File: src/urx_map.svh
// Purpose: Addresses, bit positions and counts for the receive qualifier
// Assumes: 8-bit special function register bus, 16x oversampling tick
// Notes:   Definitions only
`ifndef URX_MAP_SVH
`define URX_MAP_SVH

`define URX_CTRL_ADDR      8'hD8
`define URX_BUF_ADDR       8'hD9
`define URX_PWR_ADDR       8'hDA
`define URX_OWN_ADDR       8'hA9
`define URX_MASK_ADDR      8'hB9

`define URX_CTRL_ERR_MODE  7
`define URX_CTRL_MODE_LO   6
`define URX_CTRL_MP_EN     5
`define URX_CTRL_RX_EN     4
`define URX_CTRL_TX_NINTH  3
`define URX_CTRL_RX_NINTH  2
`define URX_CTRL_TX_DONE   1
`define URX_CTRL_RX_DONE   0
`define URX_PWR_ERR_SEL    6

`define URX_REG_RESET    8'h00
`define URX_TICK_MID     4'h7
`define URX_LAST_BIT     3'h7
`define URX_FIFO_WIDTH   8
`define URX_FIFO_DEPTH   32

`endif

File: src/urx_pkg.sv
// Purpose: Types for the receive qualifier
// Assumes: Nothing beyond the map header
// Notes:   Constants live in urx_map.svh
package urx_pkg;

  typedef enum logic [2:0] {
    RX_IDLE,
    RX_START,
    RX_DATA,
    RX_NINTH,
    RX_STOP,
    RX_SHIFT0
  } urx_state_e;

  typedef logic [1:0] urx_mode_t;

endpackage : urx_pkg

File: src/urx_addr_rx.sv
// Purpose: Serial receive qualification with framing error and address recognition
// Assumes: baudTick is a one-cycle enable, 16x bit rate in modes 1-3, bit rate in mode 0
// Notes:   Accepted bytes queue in a 32-word FIFO drained by reads of the buffer address
`timescale 1ns/10ps
`include "urx_map.svh"

module urx_fifo #(
  parameter int WIDTH = 8,
  parameter int DEPTH = 32
) (
  // Clock and reset
  input  wire logic             mclk,
  input  wire logic             sys_rst,
  // Fill side
  input  wire logic             inValid,
  output logic                  inReady,
  input  wire logic [WIDTH-1:0] inData,
  // Drain side
  output logic                  outValid,
  input  wire logic             outReady,
  output logic      [WIDTH-1:0] outData
);
  localparam int AW = $clog2(DEPTH);

  logic [WIDTH-1:0] memQ [DEPTH];
  logic [AW-1:0]    wrPtrQ;
  logic [AW-1:0]    rdPtrQ;
  logic [AW:0]      countQ;
  logic             doPush;
  logic             doPop;

  assign inReady  = (countQ != (AW+1)'(DEPTH));
  assign outValid = (countQ != '0);
  assign outData  = memQ[rdPtrQ];
  assign doPush   = inValid && inReady;
  assign doPop    = outValid && outReady;

  always_ff @(posedge mclk) begin
    if (doPush) begin
      memQ[wrPtrQ] <= inData;
    end
  end

  always_ff @(posedge mclk or posedge sys_rst) begin
    if (sys_rst) begin
      wrPtrQ <= '0;
      rdPtrQ <= '0;
      countQ <= '0;
    end else begin
      if (doPush) begin
        wrPtrQ <= wrPtrQ + 1'b1;
      end
      if (doPop) begin
        rdPtrQ <= rdPtrQ + 1'b1;
      end
      if (doPush && !doPop) begin
        countQ <= countQ + 1'b1;
      end else if (doPop && !doPush) begin
        countQ <= countQ - 1'b1;
      end
    end
  end
endmodule : urx_fifo

module urx_addr_rx (
  // Clock and reset
  input  wire logic             mclk,
  input  wire logic             sys_rst,
  // Baud enable
  input  wire logic             baudTick,
  // Serial line
  input  wire logic             receive_pin,
  // Special function register bus
  input  wire logic [7:0]       sfrAddr,
  input  wire logic             sfrWr,
  input  wire logic             sfrRd,
  input  wire logic [7:0]       sfrWdata,
  output logic      [7:0]       sfrRdata,
  // Status
  output urx_pkg::urx_mode_t    rxMode,
  output logic                  fifoFull
);
  import urx_pkg::*;

  urx_state_e stateQ;
  logic       rxMeta, rxSync, rxPrev;
  logic [3:0] tickQ;
  logic [2:0] bitQ;
  logic [7:0] shiftQ;
  logic       ninthQ;
  logic       modeHiQ, sm1Q, mpEnQ, renQ, tb8Q, rxNinthQ, tiQ, rxDoneQ;
  logic       frameErrQ;
  logic [7:0] pconQ;
  logic [7:0] ownAddrQ;
  logic [7:0] addrMaskQ;
  logic       errSel;
  logic       ctrlWr, bufRd;
  logic       midSample, fallEdge, frameDone;
  logic [7:0] frameByte;
  logic       stopOk, ninthBit, addrMatch, accept;
  logic       fifoInReady, fifoOutValid;
  logic [7:0] fifoOutData;

  assign errSel   = pconQ[`URX_PWR_ERR_SEL];
  assign rxMode   = {modeHiQ, sm1Q};
  assign ctrlWr   = sfrWr && (sfrAddr == `URX_CTRL_ADDR);
  assign bufRd    = sfrRd && (sfrAddr == `URX_BUF_ADDR);
  assign fifoFull = !fifoInReady;

  // Line crosses in from the pin
  always_ff @(posedge mclk or posedge sys_rst) begin
    if (sys_rst) begin
      rxMeta <= 1'b1;
      rxSync <= 1'b1;
      rxPrev <= 1'b1;
    end else begin
      rxMeta <= receive_pin;
      rxSync <= rxMeta;
      rxPrev <= rxSync;
    end
  end

  assign fallEdge  = rxPrev && !rxSync;
  assign midSample = baudTick && (tickQ == `URX_TICK_MID);

  // Frame ends at mid stop bit, or at the eighth shift clock in mode 0
  assign frameDone = (stateQ == RX_STOP && midSample) ||
                     (stateQ == RX_SHIFT0 && baudTick && bitQ == `URX_LAST_BIT);
  assign frameByte = (stateQ == RX_SHIFT0) ? {rxSync, shiftQ[7:1]} : shiftQ;
  assign stopOk    = (stateQ == RX_SHIFT0) || rxSync;
  assign ninthBit  = (rxMode == 2'b01) ? rxSync : ninthQ;

  assign addrMatch = (((frameByte ^ ownAddrQ) & addrMaskQ) == 8'h00) ||
                     ((((ownAddrQ | addrMaskQ) & ~frameByte)) == 8'h00);

  always_comb begin
    accept = 1'b0;
    if (frameDone && !rxDoneQ && fifoInReady) begin
      case (rxMode)
        2'b00:   accept = 1'b1;
        2'b01:   accept = !mpEnQ || (stopOk && addrMatch);
        default: accept = !mpEnQ || (ninthBit && addrMatch);
      endcase
    end
  end

  always_ff @(posedge mclk or posedge sys_rst) begin
    if (sys_rst) begin
      stateQ <= RX_IDLE;
      tickQ  <= 4'h0;
      bitQ   <= 3'h0;
      shiftQ <= 8'h00;
      ninthQ <= 1'b0;
    end else begin
      if (baudTick) begin
        tickQ <= tickQ + 4'h1;
      end
      case (stateQ)
        RX_IDLE: begin
          bitQ <= 3'h0;
          if (renQ && rxMode == 2'b00 && !rxDoneQ) begin
            stateQ <= RX_SHIFT0;
          end else if (renQ && rxMode != 2'b00 && fallEdge) begin
            tickQ  <= 4'h0;
            stateQ <= RX_START;
          end
        end
        RX_START: begin
          if (midSample) begin
            stateQ <= rxSync ? RX_IDLE : RX_DATA;
          end
        end
        RX_DATA: begin
          if (midSample) begin
            shiftQ <= {rxSync, shiftQ[7:1]};
            bitQ   <= bitQ + 3'h1;
            if (bitQ == `URX_LAST_BIT) begin
              stateQ <= (rxMode == 2'b01) ? RX_STOP : RX_NINTH;
            end
          end
        end
        RX_NINTH: begin
          if (midSample) begin
            ninthQ <= rxSync;
            stateQ <= RX_STOP;
          end
        end
        RX_STOP: begin
          if (midSample) begin
            stateQ <= RX_IDLE;
          end
        end
        RX_SHIFT0: begin
          if (baudTick) begin
            shiftQ <= {rxSync, shiftQ[7:1]};
            bitQ   <= bitQ + 3'h1;
            if (bitQ == `URX_LAST_BIT) begin
              stateQ <= RX_IDLE;
            end
          end
        end
        default: stateQ <= RX_IDLE;
      endcase
    end
  end

  // Receive buffer queue; a full queue refuses the frame like a set flag
  urx_fifo #(
    .WIDTH(`URX_FIFO_WIDTH),
    .DEPTH(`URX_FIFO_DEPTH)
  ) u_fifo (
    .mclk    (mclk),
    .sys_rst (sys_rst),
    .inValid (accept),
    .inReady (fifoInReady),
    .inData  (frameByte),
    .outValid(fifoOutValid),
    .outReady(bufRd),
    .outData (fifoOutData)
  );

  // Control register; hardware set of the flag beats a same-cycle clear
  always_ff @(posedge mclk or posedge sys_rst) begin
    if (sys_rst) begin
      {modeHiQ, sm1Q, mpEnQ, renQ, tb8Q, rxNinthQ, tiQ, rxDoneQ} <= `URX_REG_RESET;
    end else begin
      if (ctrlWr) begin
        if (!errSel) begin
          modeHiQ <= sfrWdata[`URX_CTRL_ERR_MODE];
        end
        sm1Q     <= sfrWdata[`URX_CTRL_MODE_LO];
        mpEnQ    <= sfrWdata[`URX_CTRL_MP_EN];
        renQ     <= sfrWdata[`URX_CTRL_RX_EN];
        tb8Q     <= sfrWdata[`URX_CTRL_TX_NINTH];
        rxNinthQ <= sfrWdata[`URX_CTRL_RX_NINTH];
        tiQ      <= sfrWdata[`URX_CTRL_TX_DONE];
        rxDoneQ  <= sfrWdata[`URX_CTRL_RX_DONE];
      end
      if (accept) begin
        rxDoneQ <= 1'b1;
        if (rxMode != 2'b00) begin
          rxNinthQ <= ninthBit;
        end
      end
    end
  end

  // Framing error flag; a fresh error beats a same-cycle clear
  always_ff @(posedge mclk or posedge sys_rst) begin
    if (sys_rst) begin
      frameErrQ <= 1'b0;
    end else begin
      if (frameDone && rxMode != 2'b00 && !stopOk) begin
        frameErrQ <= 1'b1;
      end else if (ctrlWr && errSel) begin
        frameErrQ <= sfrWdata[`URX_CTRL_ERR_MODE];
      end
    end
  end

  always_ff @(posedge mclk or posedge sys_rst) begin
    if (sys_rst) begin
      ownAddrQ  <= `URX_REG_RESET;
      addrMaskQ <= `URX_REG_RESET;
      pconQ     <= `URX_REG_RESET;
    end else if (sfrWr) begin
      if (sfrAddr == `URX_OWN_ADDR) begin
        ownAddrQ <= sfrWdata;
      end
      if (sfrAddr == `URX_MASK_ADDR) begin
        addrMaskQ <= sfrWdata;
      end
      if (sfrAddr == `URX_PWR_ADDR) begin
        pconQ <= sfrWdata;
      end
    end
  end

  // Read data registered; unmapped addresses read zero
  always_ff @(posedge mclk or posedge sys_rst) begin
    if (sys_rst) begin
      sfrRdata <= 8'h00;
    end else if (sfrRd) begin
      case (sfrAddr)
        `URX_CTRL_ADDR:  sfrRdata <= {errSel ? frameErrQ : modeHiQ, sm1Q, mpEnQ, renQ,
                                      tb8Q, rxNinthQ, tiQ, rxDoneQ};
        `URX_BUF_ADDR:   sfrRdata <= fifoOutValid ? fifoOutData : 8'h00;
        `URX_PWR_ADDR:   sfrRdata <= pconQ;
        `URX_OWN_ADDR:   sfrRdata <= ownAddrQ;
        `URX_MASK_ADDR:  sfrRdata <= addrMaskQ;
        default:         sfrRdata <= 8'h00;
      endcase
    end
  end

  property p_fe_set;
    @(posedge mclk) disable iff (sys_rst)
      (frameDone && rxMode != 2'b00 && !rxSync) |=> frameErrQ;
  endproperty
  a_fe_set: assert property (p_fe_set) else $error("frame error not flagged");

  property p_fe_mode0;
    @(posedge mclk) disable iff (sys_rst)
      (rxMode == 2'b00 && !frameErrQ && !ctrlWr) |=> !frameErrQ;
  endproperty
  a_fe_mode0: assert property (p_fe_mode0) else $error("frame error in mode 0");

  property p_shared_read;
    @(posedge mclk) disable iff (sys_rst)
      (sfrRd && sfrAddr == `URX_CTRL_ADDR) |=>
        sfrRdata[7] == ($past(errSel) ? $past(frameErrQ) : $past(modeHiQ));
  endproperty
  a_shared_read: assert property (p_shared_read) else $error("shared bit wrong");

  property p_sep_store;
    @(posedge mclk) disable iff (sys_rst)
      (ctrlWr && errSel) |=> $stable(modeHiQ);
  endproperty
  a_sep_store: assert property (p_sep_store) else $error("mode bit disturbed");

  property p_fe_sticky;
    @(posedge mclk) disable iff (sys_rst)
      (frameErrQ && !(ctrlWr && errSel)) |=> frameErrQ;
  endproperty
  a_fe_sticky: assert property (p_fe_sticky) else $error("frame error lost");

  property p_ninth_zero;
    @(posedge mclk) disable iff (sys_rst)
      (frameDone && rxMode[1] && mpEnQ && !ninthQ && !rxDoneQ && !ctrlWr) |=> !rxDoneQ;
  endproperty
  a_ninth_zero: assert property (p_ninth_zero) else $error("data frame flagged");

  property p_mode1_stop;
    @(posedge mclk) disable iff (sys_rst)
      (frameDone && rxMode == 2'b01 && mpEnQ && !rxSync && !rxDoneQ && !ctrlWr)
        |=> !rxDoneQ;
  endproperty
  a_mode1_stop: assert property (p_mode1_stop) else $error("bad stop flagged");

  property p_addr_miss;
    @(posedge mclk) disable iff (sys_rst)
      (frameDone && rxMode != 2'b00 && mpEnQ && !addrMatch && !rxDoneQ && !ctrlWr)
        |=> !rxDoneQ;
  endproperty
  a_addr_miss: assert property (p_addr_miss) else $error("foreign address flagged");

  property p_accept_load;
    @(posedge mclk) disable iff (sys_rst)
      (accept && rxMode != 2'b00) |=> (rxDoneQ && rxNinthQ == $past(ninthBit));
  endproperty
  a_accept_load: assert property (p_accept_load) else $error("accept not loaded");

  property p_idle_after;
    @(posedge mclk) disable iff (sys_rst)
      frameDone |=> (stateQ == RX_IDLE);
  endproperty
  a_idle_after: assert property (p_idle_after) else $error("no return to idle");

endmodule : urx_addr_rx

File: config.mk
export PLATFORM = sky130hd
export DESIGN_NAME = urx_addr_rx
export DESIGN_NICKNAME = d
export VERILOG_FILES = /design/src/urx_pkg.sv /design/src/urx_addr_rx.sv
export VERILOG_INCLUDE_DIRS = /design/src
export SDC_FILE = /design/constraint.sdc
export NUM_CORES = 1
export LEC_CHECK = 0
export BUFFER_PORTS_ARGS = -buffer_cell sky130_fd_sc_hd__buf_2
export CAP_MARGIN = 20
export CORE_AREA = 4 4 186 143
export CTS_BUF_LIST = sky130_fd_sc_hd__clkbuf_4 sky130_fd_sc_hd__clkbuf_8
export DETAILED_ROUTE_END_ITERATION = 10
export DIE_AREA = 0 0 190 147
export GPL_TIMING_DRIVEN = 0
export PLACE_DENSITY_LB_ADDON = 0.25
export SLEW_MARGIN = 10
export SYNTH_ARGS = -nofsm -noshare
export SYNTH_HDL_FRONTEND = slang
export SYNTH_SLANG_ARGS = --single-unit
export TNS_END_PERCENT = 10
File: constraint.sdc
create_clock -name mclk -period 3.7 [get_ports mclk]
set_clock_uncertainty 0.1 [all_clocks]
set_input_delay 0 -clock mclk [delete_from_list [all_inputs] [get_ports mclk]]
set_output_delay 0 -clock mclk [all_outputs]
set_load 0.01 [all_outputs]
==> results.toml <==
[yosys]
syn_area_um2 = 14400
synth_fp_nets = 855
synth_compound_area_frac = 0.0407
yosysSeqAreaShare = 0.672
syn_area_per_cell_um2 = 17.6
synth_ff_type = "edfxtp_1"
yosysTopAreaCellShare = 0.534
yosys.area.top_type = "edfxtp_1"
muxShareOfSynthArea = 0.185
synth_top_family_by_area = "multiplexers"
synth_fa_ha_area_frac = 0.0127
yosys-top-cells-area = "edfxtp_1 53%, dfrtp_1 13%, mux4_2 13%"
synthXorXnorAreaFrac = 0.0170
synth_edf_count = 256
yosysMostFrequentCell = "edfxtp_1"
ys_async_sr_fraction = 0.236
netlist_instances = 819
synth.distinct_cells = 63
ys_warn_count = 0
synth_commonest_cells = "256 x edfxtp_1, 80 x mux4_2, 76 x dfrtp_1"
ys_ff_latch = 335
synth-simple-area-share = 0.0549

[floorplan]
die_h_um = 147
rows = 50
io_pins = 33
start_util = 0.583
fp.dieW_um = 190
die-area_um2 = 27900
core_um2 = 24700

[clock_network]
clk_pin_slew_ns = 0.07
clkSinkCount = 335
numCtsBuffers = 49
clk_latency_ns = 0.58
cts-root-buf = "clkbuf_8"
htree_levels = 2
cts_tree = "done"
clockBufferDepth = 3

[cells_and_area]
fin_area_um2 = 16500
nets = 978
diodes = 0
areaGrowthSynthToFinish_pct = 14.6
drive_gt1_frac = 0.330

[critical_path]
r2r_cells = 17
critPathCaptureType = "register"
critPathKind = "reg2reg"
required_ns = 4.05
r2r_end = "u_fifo.countQ[5]"
r2r-start = "rxSync"
r2r_setup_slack_ns = 0.11
cp_data_arrival_time_ns = 3.94
path_max_fanout = 7
startpoint_type = "register"

[route]
vias = 8219
avgRoutedWirePerCell_um = 24.5
dr.pass1.iters = 5
finalWirelength_um = 32200
final_antenna_net_count = 0
drt-initial-drc-count = 753
avgViaCountPerCell = 6.24
drc = 0

[grt]
grt_pass1_vias = 8286
grt_max_degree = 69
gr-total-overflow = 0
grtUsageMet3 = 0.0487
grt-busiest-layer = "met1"
use_met2 = 0.349
grtUsageMet1 = 0.352
antenna_found_initial = 1
track_usage = 0.231
grt_pass1_wl_um = 49000

[power]
ir_worst_vdd_mv = 0.391
power_density_nw_per_um2 = 591
leakage_nw = 5.90

[hold_path]
hp-class = "in2reg"
worstHoldEndpoint = "u_fifo.rdPtrQ[1]"
min_from = "sfrAddr[5]"
hold_depth = 6

[placed_design]
place.gp.congestion = 0.909
hpwl_um = 21400
dpl-instance-area_um2 = 15000
port_buffers = 30

[job]
maxCapViolations = 0

[timing]
drv_slew = 0
tns_ns = 0
hold_violations = 0
period_minus_slack_ns = 3.59
slew_headroom = 0.315
fin_crit_sh = 0.971
fmax_mhz = 278
worstMarginPinSlew_ns = 1.02
setup_violations = 0

[run_status]
status = "complete, no violations"
-- logic make-up (layout without fill, tap and decap cells) --
kind of cell	after synthesis	in the layout
flip-flops	335	335
multiplexers	159	159
AND/OR/NAND/NOR	140	140
AO/OA/AOI/OAI	86	86
buffers and inverters	57	218
XOR/XNOR	28	28
adder cells (fa/ha/maj)	14	14
-- registers in the layout, summed over array words and instances, names as in the netlist, 3 cells and up --
register / cells
u_fifo.wrPtrQ: 5
stateQ: 3
shiftQ: 8
pconQ: 8
tickQ: 4
addrMaskQ: 8
sfrRdata: 8
u_fifo.countQ: 6
ownAddrQ: 8
bitQ: 3
u_fifo.memQ: 256
u_fifo.rdPtrQ: 5
-- power by group --
part | internal (mW) | switching (mW)
clock network | 1.69 | 1.38
logic | 0.734 | 1.11
registers | 4.63 | 0.214
total | 7.05 | 2.70
-- worst max-delay path, stage by stage (launching register included) --
cell       delay, ns
dfstp_2         0.61
o21bai_4        0.15
o2111ai_2       0.15
nor4_2          0.32
o221ai_2        0.16
and3_4          0.22
a21oi_4         0.18
buf_8           0.12
ha_4            0.13
inv_2           0.07
ha_1            0.28
a21o_1          0.20
a21oi_2         0.17
o21bai_1        0.09
a21oi_1         0.18
xnor2_1         0.13
nor2_1          0.06
xor2_1          0.15
-- layout make-up --
cell class                      count  area [um^2]
Sequential cell                   335         9680
Tap cell                          338          423
Timing Repair Buffer               78          593
Clock inverter                     22          183
Clock buffer                       67          841
Fill cell                        1623         8220
Inverter                           10         40.0
Buffer                             41          204
Multi-Input combinational cell    427         4530
-- repair_timing --
action / 4_1_cts / 5_1_grt
hold endpoints to repair: 123 / 0
setup endpoints to repair: 3 / 7
pin swaps: 5 / 10
hold buffers: 18 / 0
resized for setup: 4 / 24
buffers inserted: 4 / 23
-- worst max path at each step --
stage / start / end / slack, ns / depth (start not counted)
floorplan: rxSync / u_fifo.countQ[5] / 0.06 / 18
global placement: rxSync / u_fifo.countQ[5] / -0.37 / 18
detailed placement: rxSync / u_fifo.countQ[5] / -0.47 / 18
CTS: shiftQ[4] / u_fifo.countQ[5] / 0.009 / 18
global route: rxSync / u_fifo.countQ[5] / -0.02 / 17
finish: rxSync / u_fifo.countQ[5] / 0.11 / 17
-- stage by stage --
stage	hold slack (ns)	power [mW]	std cells	util	worst slack, ns
final	0.0907	9.75	1318	0.667	0.108
after global routing	0.132	10.2	1318	0.667	-0.0167
after CTS	0.0910	9.63	1298	0.657	0.00944
after detailed placement	-0.176	6.53	1189	0.607	-0.475
after global placement	0.00524	6.40	1187	0.606	-0.372
after floorplan	-0.0955	5.93	819	-	0.0596
-- placed cells by master, fill, tap and decap left out, types with 7 or more instances in the layout --
master,instances
and3_1,29
clkbuf_1,19
mux4_2,80
o221ai_1,9
dfrtp_2,11
clkbuf_4,14
clkinv_1,10
xor2_1,10
nand2_1,28
mux2i_1,26
nand3_1,7
mux2_2,52
clkinv_2,7
clkbuf_8,54
o21ai_0,30
buf_4,31
a21oi_1,10
buf_2,38
dlygate4sd3_1,18
nor2_1,23
nor2b_1,14
xnor2_1,18
dfrtp_1,65
edfxtp_1,256
inv_1,8
ha_1,12
-- routing by layer --
metal  up-vias  part of all wire
met5         -                 0
li1       3521                 -
met4         0             0.018
met3        61             0.080
met2       329              0.47
met1      4308              0.43
(Power assumes the default switching activity.)
